<file path="src/design/ivt_pkg.sv">
package ivt_pkg;
    // ------------------------------------------------------------
    // Command codes on the management link
    // ------------------------------------------------------------
    localparam logic [7:0] IVT_CODE_SCALE = 8'h29;
    localparam logic [7:0] IVT_CODE_VIN_ON = 8'h35;
    localparam logic [7:0] IVT_CODE_VIN_OFF = 8'h36;

    // ------------------------------------------------------------
    // Word layout and reset values
    // ------------------------------------------------------------
    localparam int IVT_WORD_W = 16;
    localparam int IVT_CODE_W = 8;
    localparam logic [15:0] IVT_WR_MASK = 16'h07ff;
    localparam logic [15:0] IVT_SCALE_RST = 16'h0359;
    localparam logic [15:0] IVT_VIN_ON_RST = 16'h001d;
    localparam logic [15:0] IVT_VIN_OFF_RST = 16'h001b;
    // Weights: scale 0.001 per bit, thresholds 250 mV per bit
    localparam int IVT_SCALE_LSB_MILLI = 1;
    localparam int IVT_VIN_LSB_MV = 250;

    // ------------------------------------------------------------
    // Host APB register map
    // ------------------------------------------------------------
    localparam logic [7:0] IVT_APB_CMD = 8'h00;
    localparam logic [7:0] IVT_APB_WDATA = 8'h04;
    localparam logic [7:0] IVT_APB_STATUS = 8'h08;
    localparam logic [7:0] IVT_APB_RDATA = 8'h0c;
    localparam int IVT_CMD_WRITE_BIT = 8;
    localparam int IVT_ST_BUSY_BIT = 0;
    localparam int IVT_ST_DONE_BIT = 1;
    localparam int IVT_ST_ERR_BIT = 2;
    localparam int IVT_ST_CONV_BIT = 3;

    // ------------------------------------------------------------
    // State types
    // ------------------------------------------------------------
    typedef enum logic [0:0] {
        IVT_STOPPED = 1'b0,
        IVT_RUNNING = 1'b1
    } ivt_conv_type;

    typedef enum logic [1:0] {
        IVT_H_IDLE = 2'b00,
        IVT_H_ISSUE = 2'b01,
        IVT_H_WAIT = 2'b11
    } ivt_host_type;
endpackage : ivt_pkg

</file>
<file path="src/design/ivt_link_if.sv">
`timescale 1ns/10ps
interface ivt_link_if;
    logic cmd_valid;
    logic cmd_write;
    logic [7:0] cmd_code;
    logic [15:0] cmd_wdata;
    logic rsp_valid;
    logic rsp_err;
    logic [15:0] rsp_rdata;

    modport device (
        input cmd_valid,
        input cmd_write,
        input cmd_code,
        input cmd_wdata,
        output rsp_valid,
        output rsp_err,
        output rsp_rdata
    );

    modport host (
        output cmd_valid,
        output cmd_write,
        output cmd_code,
        output cmd_wdata,
        input rsp_valid,
        input rsp_err,
        input rsp_rdata
    );
endinterface : ivt_link_if

</file>
<file path="src/design/ivt_device.sv">
`timescale 1ns/10ps
// Summary of operation
// - Scale word at 29h, unsigned, 0.001 steps
// - Scale word resets to 0x0359 (0.857)
// - Start conversion at turn-on threshold, conditions met
// - Host keeps turn-on between 7.5 and 15 V; ivt_host passes any value, reset is 7.25 V
// - Turn-on word unsigned, 250 mV per bit
// - Turn-on word resets to 0x001D (7.25 V)
// - Host keeps turn-on well above turn-off; ivt_host does not check the margin
// - Running conversion stops at turn-off threshold
// - Host keeps turn-off between 7.25 and 14.75 V; ivt_host passes any value, reset is 6.75 V
// - Host keeps turn-off well below turn-on; ivt_host does not check the margin
module ivt_device (
    input wire logic clk,
    input wire logic reset_n,
    ivt_link_if.device link,
    input wire logic [15:0] vin_level,
    input wire logic power_up_ok,
    output logic convert_on,
    output logic [15:0] scale_word,
    output logic [15:0] vin_on_word,
    output logic [15:0] vin_off_word
);
    import ivt_pkg::*;

    // ------------------------------------------------------------
    // Command stored words
    // ------------------------------------------------------------
    logic [15:0] scale_r;
    logic [15:0] vin_on_r;
    logic [15:0] vin_off_r;
    logic wr_en;
    logic [15:0] wr_val;
    logic code_known;

    // ------------------------------------------------------------
    // Link answer
    // ------------------------------------------------------------
    logic rsp_valid_r;
    logic rsp_err_r;
    logic [15:0] rsp_rdata_r;
    logic [15:0] rd_val;

    // ------------------------------------------------------------
    // Conversion control
    // ------------------------------------------------------------
    ivt_conv_type conv_r;
    ivt_conv_type conv_nxt;
    logic above_on;
    logic at_or_below_off;
    logic convert_on_r;
    logic [15:0] scale_out_r;
    logic [15:0] on_out_r;
    logic [15:0] off_out_r;

    // ------------------------------------------------------------
    // Decode
    // ------------------------------------------------------------
    always_comb begin
        code_known = 1'b0;
        case (link.cmd_code)
            IVT_CODE_SCALE: begin
                code_known = 1'b1;
            end
            IVT_CODE_VIN_ON: begin
                code_known = 1'b1;
            end
            IVT_CODE_VIN_OFF: begin
                code_known = 1'b1;
            end
            default: begin
                code_known = 1'b0;
            end
        endcase
    end

    assign wr_en = link.cmd_valid && link.cmd_write && code_known;
    // Upper bits never stored, so they always read back zero
    assign wr_val = link.cmd_wdata & IVT_WR_MASK;

    always_comb begin
        case (link.cmd_code)
            IVT_CODE_SCALE: begin
                rd_val = scale_r;
            end
            IVT_CODE_VIN_ON: begin
                rd_val = vin_on_r;
            end
            IVT_CODE_VIN_OFF: begin
                rd_val = vin_off_r;
            end
            default: begin
                rd_val = 16'h0000;
            end
        endcase
    end

    // ------------------------------------------------------------
    // Scale word
    // ------------------------------------------------------------
    // Unsigned, 0.001 per bit; the value is only held and exported
    always_ff @(posedge clk or negedge reset_n) begin
        if (!reset_n) begin
            scale_r <= IVT_SCALE_RST;
        end else if (wr_en && link.cmd_code == IVT_CODE_SCALE) begin
            scale_r <= wr_val;
        end
    end

    // ------------------------------------------------------------
    // Turn-on threshold
    // ------------------------------------------------------------
    always_ff @(posedge clk or negedge reset_n) begin
        if (!reset_n) begin
            vin_on_r <= IVT_VIN_ON_RST;
        end else if (wr_en && link.cmd_code == IVT_CODE_VIN_ON) begin
            vin_on_r <= wr_val;
        end
    end

    // ------------------------------------------------------------
    // Turn-off threshold
    // ------------------------------------------------------------
    always_ff @(posedge clk or negedge reset_n) begin
        if (!reset_n) begin
            vin_off_r <= IVT_VIN_OFF_RST;
        end else if (wr_en && link.cmd_code == IVT_CODE_VIN_OFF) begin
            vin_off_r <= wr_val;
        end
    end

    // ------------------------------------------------------------
    // Answer, one cycle after the command
    // ------------------------------------------------------------
    always_ff @(posedge clk or negedge reset_n) begin
        if (!reset_n) begin
            rsp_valid_r <= 1'b0;
            rsp_err_r <= 1'b0;
            rsp_rdata_r <= 16'h0000;
        end else begin
            rsp_valid_r <= link.cmd_valid;
            if (link.cmd_valid) begin
                rsp_err_r <= !code_known;
                // Reads of unknown codes return zero with the error flag
                rsp_rdata_r <= link.cmd_write ? 16'h0000 : rd_val;
            end
        end
    end

    assign link.rsp_valid = rsp_valid_r;
    assign link.rsp_err = rsp_err_r;
    assign link.rsp_rdata = rsp_rdata_r;

    // ------------------------------------------------------------
    // Conversion state
    // ------------------------------------------------------------
    // Vin level shares the 250 mV per bit scale of both thresholds
    assign above_on = vin_level >= vin_on_r;
    assign at_or_below_off = vin_level <= vin_off_r;

    // No hysteresis of its own: the gap between the two words is it
    always_comb begin
        conv_nxt = conv_r;
        case (conv_r)
            IVT_STOPPED: begin
                if (above_on && power_up_ok) begin
                    conv_nxt = IVT_RUNNING;
                end
            end
            IVT_RUNNING: begin
                if (at_or_below_off) begin
                    conv_nxt = IVT_STOPPED;
                end
            end
            default: begin
                conv_nxt = IVT_STOPPED;
            end
        endcase
    end

    always_ff @(posedge clk or negedge reset_n) begin
        if (!reset_n) begin
            conv_r <= IVT_STOPPED;
        end else begin
            conv_r <= conv_nxt;
        end
    end

    always_ff @(posedge clk or negedge reset_n) begin
        if (!reset_n) begin
            convert_on_r <= 1'b0;
        end else begin
            convert_on_r <= (conv_nxt == IVT_RUNNING);
        end
    end

    // ------------------------------------------------------------
    // Exported words, registered copies
    // ------------------------------------------------------------
    always_ff @(posedge clk or negedge reset_n) begin
        if (!reset_n) begin
            scale_out_r <= IVT_SCALE_RST;
            on_out_r <= IVT_VIN_ON_RST;
            off_out_r <= IVT_VIN_OFF_RST;
        end else begin
            scale_out_r <= scale_r;
            on_out_r <= vin_on_r;
            off_out_r <= vin_off_r;
        end
    end

    assign convert_on = convert_on_r;
    assign scale_word = scale_out_r;
    assign vin_on_word = on_out_r;
    assign vin_off_word = off_out_r;
endmodule : ivt_device

</file>
<file path="src/flat_wrapper.sv">
// flat-port wrapper written by rule: the top's interface ports become plain ports
module ivt_device_flat import ivt_pkg::*;
  (clk, reset_n, vin_level, power_up_ok, convert_on, scale_word, vin_on_word, vin_off_word, link_cmd_valid, link_cmd_write, link_cmd_code, link_cmd_wdata, link_rsp_valid, link_rsp_err, link_rsp_rdata);
  ivt_link_if link_i ();
  input wire logic clk;
  input wire logic reset_n;
  input wire logic [15:0] vin_level;
  input wire logic power_up_ok;
  output logic convert_on;
  output logic [15:0] scale_word;
  output logic [15:0] vin_on_word;
  output logic [15:0] vin_off_word;
  input wire logic [$bits(link_i.cmd_valid)-1:0] link_cmd_valid;
  input wire logic [$bits(link_i.cmd_write)-1:0] link_cmd_write;
  input wire logic [$bits(link_i.cmd_code)-1:0] link_cmd_code;
  input wire logic [$bits(link_i.cmd_wdata)-1:0] link_cmd_wdata;
  output wire logic [$bits(link_i.rsp_valid)-1:0] link_rsp_valid;
  output wire logic [$bits(link_i.rsp_err)-1:0] link_rsp_err;
  output wire logic [$bits(link_i.rsp_rdata)-1:0] link_rsp_rdata;
  assign link_i.cmd_valid = link_cmd_valid;
  assign link_i.cmd_write = link_cmd_write;
  assign link_i.cmd_code = link_cmd_code;
  assign link_i.cmd_wdata = link_cmd_wdata;
  assign link_rsp_valid = link_i.rsp_valid;
  assign link_rsp_err = link_i.rsp_err;
  assign link_rsp_rdata = link_i.rsp_rdata;
  ivt_device u_core (.clk(clk), .reset_n(reset_n), .link(link_i), .vin_level(vin_level), .power_up_ok(power_up_ok), .convert_on(convert_on), .scale_word(scale_word), .vin_on_word(vin_on_word), .vin_off_word(vin_off_word));
endmodule
</file>
<file path="config.mk">
export PLATFORM = sky130hd
export DESIGN_NAME = ivt_device_flat
export DESIGN_NICKNAME = d
export VERILOG_FILES = /design/src/design/ivt_pkg.sv /design/src/design/ivt_link_if.sv /design/src/design/ivt_device.sv /design/src/flat_wrapper.sv
export SDC_FILE = /design/constraint.sdc
export NUM_CORES = 1
export LEC_CHECK = 0
export BUFFER_PORTS_ARGS = -buffer_cell sky130_fd_sc_hd__buf_2
export CORE_UTILIZATION = 55
export CTS_CLUSTER_SIZE = 20
export DETAILED_ROUTE_END_ITERATION = 10
export PLACE_DENSITY_LB_ADDON = 0.25
export SKIP_CTS_REPAIR_TIMING = 1
export SLEW_MARGIN = 30
export SYNTH_ARGS = -nofsm -noshare
export SYNTH_HDL_FRONTEND = slang
export SYNTH_SLANG_ARGS = --single-unit
</file>
<file path="constraint.sdc">
create_clock -name clk -period 2.55 [get_ports clk]
set_input_delay 0 -clock clk [delete_from_list [all_inputs] [get_ports clk]]
set_output_delay 0 -clock clk [all_outputs]
set_load 0.005 [all_outputs]
</file>
======== Yosys cells after proc, flatten, opt, wreduce, memory -nomap -nowiden ========
Cells that the tools add are included.
W data, S select, Z words.
word-level totals
  memories kept ........................... 0
  word-level logic and storage cells ...... 30
  register bits after elaboration ......... 85
  bits in latches ......................... 0
  output and inout bits ................... 67
  input bits .............................. 45
  bits in writable memories ............... 0
  memory bits (read-only) ................. 0
operators by class
  bitwise logic cells ..................... 1
  muxes and demuxes ....................... 6
  reduce and logical (&&, ||, !) cells .... 8
  $add $sub $neg .......................... 0
  order comparisons ....................... 2
  shift operators ......................... 0
  div/mod/pow operators ................... 0
  eq/ne operators ......................... 3
  $mul .................................... 0
operators with widths
  kind                  count
  $pmux W11 S3          1
  $eq A8 B6 Y1 const B  3
  $ge A16 B11 Y1        1
  $le A16 B11 Y1        1
  $mux W11              1
  $logic_and A1 B1 Y1   6
  $mux W1               3
  $reduce_or A3 Y1      1
  $pmux W1 S2           1
  $logic_not A1 Y1      1
  $not A1 Y1            1

======== Longest topological paths before layout ========
Gate-level depths: netlist of the first run.
  word-level depth ........................ 5
  depth in mapped cells ................... 7
  mapped depth without buffers ............ 7

======== Worst setup path before layout of the first run ========
OpenSTA, ideal clock, no wires.
  path kind ............................... register to register
  start ................................... register u_core.vin_on_r[9]
  end ..................................... register u_core.conv_r
  stages on the path, launching flop included .. 7
  setup time .............................. 0.129 ns
  arrival ................................. 1.535 ns
  period minus slack after synthesis ...... 1.664 ns
  data required time ...................... 2.421 ns
  setup slack ............................. 0.886 ns
  buffers on the path ..................... 0
  cells stage by stage .................... dfrtp_1 inv_1 ha_1 a31o_2 a211o_2 nor3_1 o22ai_2
between the ends
  longest elaborated chain between the ends .. 4
RTL lines
  element                    RTL line           text
  start: declaration         ivt_device.sv:30   logic [15:0] vin_on_r;
  start signal: assignment   ivt_device.sv:117  vin_on_r <= wr_val;
  $ge A16 B11 Y1             ivt_device.sv:158  assign above_on = vin_level >= vin_on_r;
  $logic_and A1 B1 Y1        ivt_device.sv:166  if (above_on && power_up_ok) begin
  $mux W1                    ivt_device.sv:166
  $pmux W1 S2                ivt_device.sv:164  case (conv_r)
  named net u_core.conv_nxt  ivt_device.sv:48   ivt_conv_type conv_nxt;
  end signal: assignment     ivt_device.sv:185  conv_r <= conv_nxt;
  end: declaration           ivt_device.sv:47   ivt_conv_type conv_r;
The timed path passes the listed nets, and every way through them passes these cells.
A chain may end at the register's enable or synchronous reset.

======== Final worst setup path of the first run ========
Ends and elaborated chain as after synthesis.

==> results of run 1 <==
==> layer usage <==
layer,global-route usage,share of wire,up-vias
li1,-,-,1232
met1,0.3120,0.46,1210
met2,0.3323,0.46,92
met3,0.04076,0.067,10
met4,0.09404,0.013,0
met5,0,0,-
==> registers in the layout, summed over array words and instances (netlist names) <==
signal	cells
u_core.link.rsp_rdata	11
u_core.vin_off_r	11
u_core.link.rsp_err	1
u_core.vin_off_word	11
u_core.vin_on_word	11
u_core.conv_r	1
u_core.scale_word	11
u_core.link.rsp_valid	1
u_core.vin_on_r	11
u_core.scale_r	11
==> synthesized netlist by cell type, types with 2 or more instances <==
library cell	n	area (um^2)
o22ai_1	12	75.07
mux2_4	10	150.1
dfstp_2	28	735.7
o21ai_0	15	75.07
a21oi_1	17	85.08
dfrtp_1	52	1301
nand2_1	18	67.56
inv_1	36	135.1
clkbuf_1	7	26.28
nand2b_1	2	12.51
ha_1	22	275.3
nor2_1	14	52.55
a22oi_1	11	82.58
nor2b_1	2	12.51
buf_2	3	15.01
buf_4	20	150.1
mux2_2	13	146.4
nand3_1	3	15.01
and3_1	2	12.51
==> final cells by class <==
cell class	instances	area (um^2)
Clock buffer	11	141.4
Clock inverter	5	32.53
Fill cell	498	1962
Inverter	36	135.1
Multi-Input combinational cell	182	1334
Sequential cell	80	2037
Tap cell	77	96.34
Timing Repair Buffer	105	611.8
==> kinds of logic after synthesis <==
group,Yosys count,share of synthesized area
compound gates,64,0.1089
buf+inv,67,0.09304
flops,80,0.5610
fa+ha+maj,22,0.07581
simple gates,52,0.07581
mux,24,0.08442
other cells,1,0.001033
==> worst reg2reg max path, stage by stage, from the launching register on <==
cell     delay, ps
dfrtp_1        400
inv_1           60
ha_1           280
a31o_2         240
a211o_2        340
nor3_1         260
o22ai_2        120
==> power groups by stage <==
| stage | logic (mW) | registers (mW) | clock network, mW |
|---|---|---|---|
| 5_1_grt | 0.256 | 1.35 | 0.885 |
| 4_1_cts | 0.213 | 1.35 | 0.841 |
| 3_5_place_dp | 0.212 | 1.37 | 0 |
| 2_1_floorplan | 0.118 | 1.37 | 0 |
| 6_report | 0.226 | 1.35 | 0.820 |
| 3_3_place_gp | 0.204 | 1.37 | 0 |
==> path summary, 6_finish.rpt <==
| path | startpoint | to | slack [ps] |
|---|---|---|---|
| max | u_core.vin_on_r[9] | u_core.conv_r | 730 |
| min | power_up_ok | u_core.conv_r | 90 |
| max reg2reg | u_core.vin_on_r[9] | u_core.conv_r | 730 |
| min reg2reg | u_core.scale_r[6] | u_core.scale_word[6] | 370 |
| max in group asynchronous | reset_n | u_core.vin_on_r[1] | 1830 |
| min in group asynchronous | reset_n | u_core.link.rsp_valid | 240 |
==> summary.txt, run 1 <==
Setup path
  – Worst-path cell chain: inv_1, ha_1, a31o_2, a211o_2, nor3_1, o22ai_2
  – Critical path class: register to register
  – Crit path max fanout: 4
  – Critical path required time: 2780 ps
  – Worst Setup Start Kind: register
  – Crit-path leading delay family: compound AO/OA/AOI/OAI gates
  – Bufs and invs on worst path: 1
  – CP Depth: 6
  – CP max-delay cell: dfrtp_1
  – FF-to-FF path depth: 6
  – Arr. time, crit path: 2050 ps
  – Setup crit end kind: register
  – CP max stage delay: 400 ps

Clocking
  – CTS Buffer Depth: 2
  – Clk_lat worst skew: 350 ps
  – CTS clk-pin slew, worst paths: 80 ps
  – CTS root buffer: clkbuf_8
  – Num CTS Buffers: 9
  – Clock sinks: 80
  – CTS tree: built
  – Htree depth: 3

Synth
  – Fraction of registers with async set/reset: 1.000
  – Number of synthesized register bits: 80
  – Mapped Area: 3631 um^2
  – Cells after synthesis: 310
  – Seq/Total Area, Yosys: 0.5610
  – Distinct cell type count after synthesis: 42
  – Syn Area/Cell: 11.71 um^2
  – Yosys warnings: 0
  – Ys flop type: dfrtp_1
  – Post-synth EDFFs: 0

GRT
  – Vias in the first global route: 2433
  – First-pass GRT wire length: 11830 um
  – Initial antenna violation count: 0
  – All-Layer GR Usage: 0.2195
  – Largest net degree at the start of global routing: 81
  – Grt total ovfl: 0

Run status
  – Outcome: completed

Power
  – Clock power share: 0.343
  – Pwr Total: 2.392 mW
  – P per Cell Area: 545.0 nW/um^2
  – P_int: 1.805 mW
  – Leakage power: 2.192 nW
  – Seq pwr share: 0.563
  – Sw frac: 0.2455
  – Combinational Power Share: 0.095
  – Psw: 587.0 uW
  – Worst VDD drop: 375.5 uV

STA
  – Final Hold Viols: 0
  – Period Utilization, post-route: 0.7135
  – Final hold slack: 86.80 ps
  – Slew margin rel.: 0.5413
  – Setup TNS: 0 ps
  – RSZ-0062 raised after global routing: no
  – Final worst setup slack: 730.6 ps
  – Final min period: 1819 ps
  – Clock Skews: 7.347 ps
  – Slew of the pin with the lowest slew margin: 688.1 ps
  – Final setup violation count: 0
  – Fmax: 549.6 MHz
  – Pins Over Slew Limit: 0

Floorplan
  – Die ar.: 6931 um^2
  – Core box area: 6350 um^2
  – Die width: 83.25 um
  – I/O pin cnt: 112
  – Initial core utilization: 0.5718
  – Die Ht: 83.25 um
  – Cell row count: 29

Route
  – First-pass DRT Iterations: 5
  – Vias per Instance: 5.129
  – Detailed-route via count: 2544
  – Starting DRT DRC Count: 108
  – DR WL/cell: 14.51 um
  – Remaining routing DRC violations: 0
  – Total Wirelength: 7197 um
  – ANT nets after route: 0

Run
  – Max-cap violations: 0

Placed design
  – Dpl cells: 467
  – Post-DP Area: 4080 um^2
  – Hpwl dp: 5296 um
  – DP Worst Slack: 718.1 ps
  – Final GP Congestion: 0.8109
  – IO buf count: 86

Finish
  – Antenna Cells: 0
  – Final instance area: 4388 um^2
  – Share of layout cells above drive strength 1: 0.3914
  – Commonest non-fill, non-tap cells in the layout: buf_2 (85), dfrtp_1 (52), inv_1 (36)
  – Final net count: 481
  – Most common cell after layout, fill and taps aside: buf_2
  – Layout area overhead: 20.85%
  – Layout Cells excl Fill: 496
  – Utilization after layout: 0.6910

Min path
  – Worst Hold Class: input pin to register
  – WHS Path Cells: 4
(Power assumes the default switching activity.)
==> run 2: changes to the inputs <==
- CORE_UTILIZATION: 55 -> 46
- clock period: 2.55 -> 1.5 ns (I/O delays scaled with it)
==> summary.txt, run 2 (same netlist as run 1, synthesis figures left out) <==
Route
  – Post-Route M1 WL: 3761 um (+13%)
  – ANT nets after route: 0 (unchanged)
  – Top routing layer in use: met4
  – Remaining routing DRC violations: 2 (+2)
  – Detailed-route via count: 2697 (+6.0%)
  – Starting DRT DRC Count: 108 (unchanged)
  – Vias per Instance: 4.886 (-4.7%)
  – Met3 Wirelength: 399 um (-18%)
  – Total Wirelength: 8040 um (+12%)
  – DR WL/cell: 14.57 um (+0.38%)
  – Met2 WL: 3816 um (+16%)
  – First-pass DRT Iterations: 8 (+3)

STA
  – Final Hold Viols: 0 (unchanged)
  – Clock Skews: 9.899 ps (+2.552 ps)
  – RSZ-0062 raised after global routing: yes
  – Setup TNS: -189.0 ps (-189.0 ps)
  – Final worst setup slack: -189.0 ps (-919.6 ps)
  – Final setup violation count: 1 (+1)
  – Final hold slack: 76.12 ps (-10.67 ps)
  – Period Utilization, post-route: 1.126 (+0.4125)
  – Pins Over Slew Limit: 0 (unchanged)
  – Fmax: 592.1 MHz (+7.7%)
  – Final min period: 1689 ps (-130.4 ps)

Setup path
  – CP max stage delay: 520 ps (+120 ps)
  – CP max-delay cell: or4_4
  – Critical path class: register to register
  – Crit path max fanout: 2 (-2)
  – Setup crit end kind: register
  – Critical path required time: 1730 ps (-1050 ps)
  – Crit-path leading delay family: simple AND/OR/NAND/NOR gates
  – Arr. time, crit path: 1920 ps (-130 ps)
  – Worst Setup Start Kind: register
  – Worst-path cell chain: inv_1, ha_4, nand3_2, or4_4, o21ai_1, o22ai_2
  – Bufs and invs on worst path: 1 (unchanged)

GRT
  – Initial antenna violation count: 0 (unchanged)
  – Vias in the first global route: 2599 (+6.8%)
  – Grt total ovfl: 0 (unchanged)
  – All-Layer GR Usage: 0.2000 (-0.01951)
  – First-pass GRT wire length: 12700 um (+7.3%)
  – Largest net degree at the start of global routing: 28 (-65%)

Finish
  – Share of layout cells above drive strength 1: 0.4578 (+0.06637)
  – Antenna Cells: 0 (unchanged)
  – Final net count: 512 (+6.4%)
  – Fillers: 648 (+30%)
  – Layout area overhead: 31.84%
  – Commonest non-fill, non-tap cells in the layout: buf_2 (85), dfrtp_1 (52), buf_4 (36)
  – Most common cell after layout, fill and taps aside: buf_2

Min path
  – Worst Hold Class: input pin to register

Floorplan
  – Core box area: 7687 um^2 (+21%)
  – Die Ht: 90.85 um (+9.1%)
  – Die width: 90.85 um (+9.1%)
  – Initial core utilization: 0.4723 (-0.09949)
  – Cell row count: 32 (+10%)
  – Die ar.: 8253 um^2 (+19%)
  – I/O pin cnt: 112 (unchanged)

Clocking
  – CTS clk-pin slew, worst paths: 80 ps (about the same)
  – CTS root buffer: clkbuf_8
  – CTS tree: built
  – CTS Buffer Depth: 2 (unchanged)
  – Clock sinks: 80 (unchanged)
  – Clk_lat worst skew: 340 ps (about the same)
  – Num CTS Buffers: 9 (unchanged)
  – Htree depth: 3 (unchanged)

Placed design
  – Hpwl dp: 6051 um (+14%)
  – DP Worst Slack: -207.5 ps (-925.6 ps)
  – Final GP Congestion: 0.8004 (-1.3%)
  – IO buf count: 86 (unchanged)

Run
  – Max-cap violations: 0 (unchanged)

Power
  – P per Cell Area: 935.3 nW/um^2 (+72%)
  – Pwr Total: 4.477 mW (+87%)
  – Worst VDD drop: 549.8 uV (+46%)
  – Leakage power: 2.357 nW (+7.5%)

Run status
  – Outcome: finished, violations left
  – Violated checks: design-rule violations, negative setup slack
[run 2: cell type report]
| class | instances | area [um^2] | area share |
|---|---|---|---|
| clock buffer | 10 | 127.6 | 0.02666 |
| timing repair buffer | 136 | 865.8 | 0.1809 |
| clock inverter | 6 | 90.09 | 0.01882 |
| multi-input combinational | 182 | 1404 | 0.2933 |
| sequential | 80 | 2037 | 0.4255 |
| tap | 102 | 127.6 | 0.02666 |
| inverter | 36 | 135.1 | 0.02823 |
[run 2: where the power goes]
part	switching, mW	leakage (nW)	internal, mW
Sequential	0.0377	0.934	2.24
Combinational	0.240	1.31	0.226
Clock	0.781	0.107	0.947
Total	1.06	2.36	3.42
[run 2: worst paths after layout]
| kind | from | to | slack [ps] | depth (start not counted) |
|---|---|---|---|---|
| setup / recovery | u_core.vin_off_r[8] | u_core.conv_r | -190 | 6 |
| hold / removal | power_up_ok | u_core.conv_r | 80 | 4 |
| setup reg to reg | u_core.vin_off_r[8] | u_core.conv_r | -190 | 6 |
| hold reg to reg | u_core.scale_r[8] | u_core.scale_word[8] | 380 | 0 |
| max in group asynchronous | reset_n | u_core.vin_off_word[0] | 800 | 3 |
| min in group asynchronous | reset_n | u_core.scale_r[1] | 100 | 2 |
[run 2: per-stage QoR]
stage | instances | instance area (um^2) | util
finish | 552 | 4787 | 0.6227
global route | 552 | 4787 | 0.6227
CTS | 537 | 4577 | 0.5954
detailed placement | 521 | 4359 | 0.5671
global placement | 521 | 4359 | 0.5671
floorplan | 329 | 3707 | -
[run 2: per-layer routing]
layer,up-vias,track usage
li1,1299,-
met1,1286,0.2849
met2,106,0.3062
met3,6,0.03367
met4,0,0.07804
met5,-,0
[run 2: tightest hold or removal path, delay by kind of cell]
kind            cells  cell delay [ps]
simple gates        1              110
buf+inv             1               70
compound gates      2              190
==> run 3: changes to the inputs <==
- CORE_UTILIZATION: 46 -> 35
- PLACE_DENSITY_LB_ADDON: 0.25 -> 0.3
==> summary.txt, run 3 (same netlist as run 1, synthesis figures left out) <==
Clocking
  – Num CTS Buffers: 9 (unchanged)
  – CTS clk-pin slew, worst paths: 80 ps (about the same)
  – Htree depth: 3 (unchanged)
  – CTS root buffer: clkbuf_8
  – CTS Buffer Depth: 2 (unchanged)
  – Clock sinks: 80 (unchanged)
  – CTS tree: built
  – Clk_lat worst skew: 360 ps (+20 ps)

Floorplan
  – I/O pin cnt: 112 (unchanged)
  – Die ar.: 10790 um^2 (+31%)
  – Initial core utilization: 0.3664 (-0.1059)
  – Die Ht: 103.9 um (+14%)
  – Core box area: 9910 um^2 (+29%)
  – Cell row count: 36 (+13%)
  – Die width: 103.9 um (+14%)

Setup path
  – Worst-path cell chain: inv_1, ha_4, nand3_2, or4_4, o211a_1, o22ai_2
  – Critical path class: register to register
  – CP max stage delay: 520 ps (about the same)
  – CP max-delay cell: or4_4
  – Setup crit end kind: register
  – Crit path max fanout: 2 (unchanged)
  – Critical path required time: 1790 ps (+60 ps)
  – Arr. time, crit path: 1990 ps (+70 ps)
  – Worst Setup Start Kind: register

Route
  – Detailed-route via count: 2647 (-1.9%)
  – Remaining routing DRC violations: 0 (-2)
  – DR WL/cell: 14.12 um (-3.1%)
  – First-pass DRT Iterations: 4 (-4)
  – Vias per Instance: 4.548 (-6.9%)
  – Total Wirelength: 8216 um (+2.2%)
  – ANT nets after route: 0 (unchanged)
  – Starting DRT DRC Count: 98 (-9.3%)

Finish
  – Utilization after layout: 0.4821 (-0.1406)
  – Most common cell after layout, fill and taps aside: buf_2
  – Share of layout cells above drive strength 1: 0.4442 (-0.01358)
  – Commonest non-fill, non-tap cells in the layout: buf_2 (85), dfrtp_1 (52), inv_1 (35), buf_4 (35), dfstp_2 (28)
  – Final net count: 510 (-0.39%)
  – Layout area overhead: 31.56%

GRT
  – Largest net degree at the start of global routing: 81 (+190%)
  – Grt total ovfl: 0 (unchanged)
  – First-pass GRT wire length: 13500 um (+6.3%)
  – Vias in the first global route: 2571 (-1.1%)
  – Most crowded layer after global routing: met2
  – Grt met2 use: 0.2443 (-0.06190)
  – M1 GR Usage: 0.2165 (-0.06843)
  – All-Layer GR Usage: 0.1622 (-0.03774)
  – Initial antenna violation count: 2 (+2)
  – GRT met3 Usage: 0.03697 (+0.003297)

Power
  – Pwr Total: 4.483 mW (+0.12%)
  – Worst VDD drop: 389.7 uV (-29%)
  – Leakage power: 2.359 nW (+0.12%)
  – P per Cell Area: 938.3 nW/um^2 (+0.33%)

Run
  – Max-cap violations: 0 (unchanged)

Placed design
  – DP Worst Slack: -196.4 ps (+11.12 ps)
  – IO buf count: 86 (unchanged)
  – Hpwl dp: 6173 um (+2.0%)
  – Final GP Congestion: 0.7753 (-3.1%)

STA
  – Final min period: 1702 ps (+13.06 ps)
  – RSZ-0062 raised after global routing: yes
  – Clock Skews: 8.828 ps (-1.072 ps)
  – Final setup violation count: 1 (unchanged)
  – Setup TNS: -202.0 ps (-13.06 ps)
  – Period Utilization, post-route: 1.135 (+0.008707)
  – Fmax: 587.5 MHz (-0.77%)
  – Final Hold Viols: 0 (unchanged)
  – Final worst setup slack: -202.0 ps (-13.06 ps)
  – Pins Over Slew Limit: 0 (unchanged)

Run status
  – Violated checks: negative setup slack
  – Outcome: finished, violations left

Min path
  – Worst Hold Class: input pin to register
[run 3: report_power, final]
part / switching, mW / internal (mW) / leakage [nW]
logic: 0.234 / 0.217 / 1.31
clock network: 0.771 / 0.979 / 0.110
registers: 0.0368 / 2.24 / 0.934
[run 3: cell type report]
cell class | instances | area, um^2
Multi-Input combinational cell | 182 | 1373
Clock inverter | 4 | 70.07
Fill cell | 934 | 5132
Antenna cell | 1 | 2.502
Timing Repair Buffer | 134 | 848.3
Clock buffer | 12 | 145.1
Tap cell | 133 | 166.4
Sequential cell | 80 | 2037
Inverter | 36 | 135.1
[run 3: metrics by stage]
stage | hold slack, ps | area, um^2 | instances
floorplan | -295.6 | 3707 | 329
detailed placement | 57.70 | 4405 | 553
global placement | 55.43 | 4405 | 553
CTS | -331.5 | 4621 | 569
finish | 5.407 | 4777 | 582
global route | 6.573 | 4775 | 581
[run 3: worst paths after layout]
kind	startpoint	end	slack, ps	cells past startpoint
worst max-delay path	u_core.vin_off_r[9]	u_core.conv_r	-200	6
worst min-delay path	link_cmd_valid	u_core.link.rsp_valid	5	2
worst max register to register	u_core.vin_off_r[9]	u_core.conv_r	-200	6
worst min register to register	u_core.scale_r[8]	u_core.scale_word[8]	380	0
max in group asynchronous	reset_n	u_core.scale_word[3]	920	3
min in group asynchronous	reset_n	u_core.vin_on_r[9]	180	3
[run 3: worst max-delay path: cells and delay by family (launching register included)]
family / cells / cell delay, ps
buffers and inverters: 1 / 80
flip-flops: 1 / 370
adder cells (fa/ha/maj): 1 / 280
AO/OA/AOI/OAI: 2 / 310
AND/OR/NAND/NOR: 2 / 590
[run 3: per-layer routing]
| metal | routed length [um] | share of wire |
|---|---|---|
| met1 | 3773 | 0.46 |
| met2 | 3838 | 0.47 |
| met3 | 401 | 0.049 |
| met4 | 190 | 0.023 |
| met5 | 13 | 0.0016 |
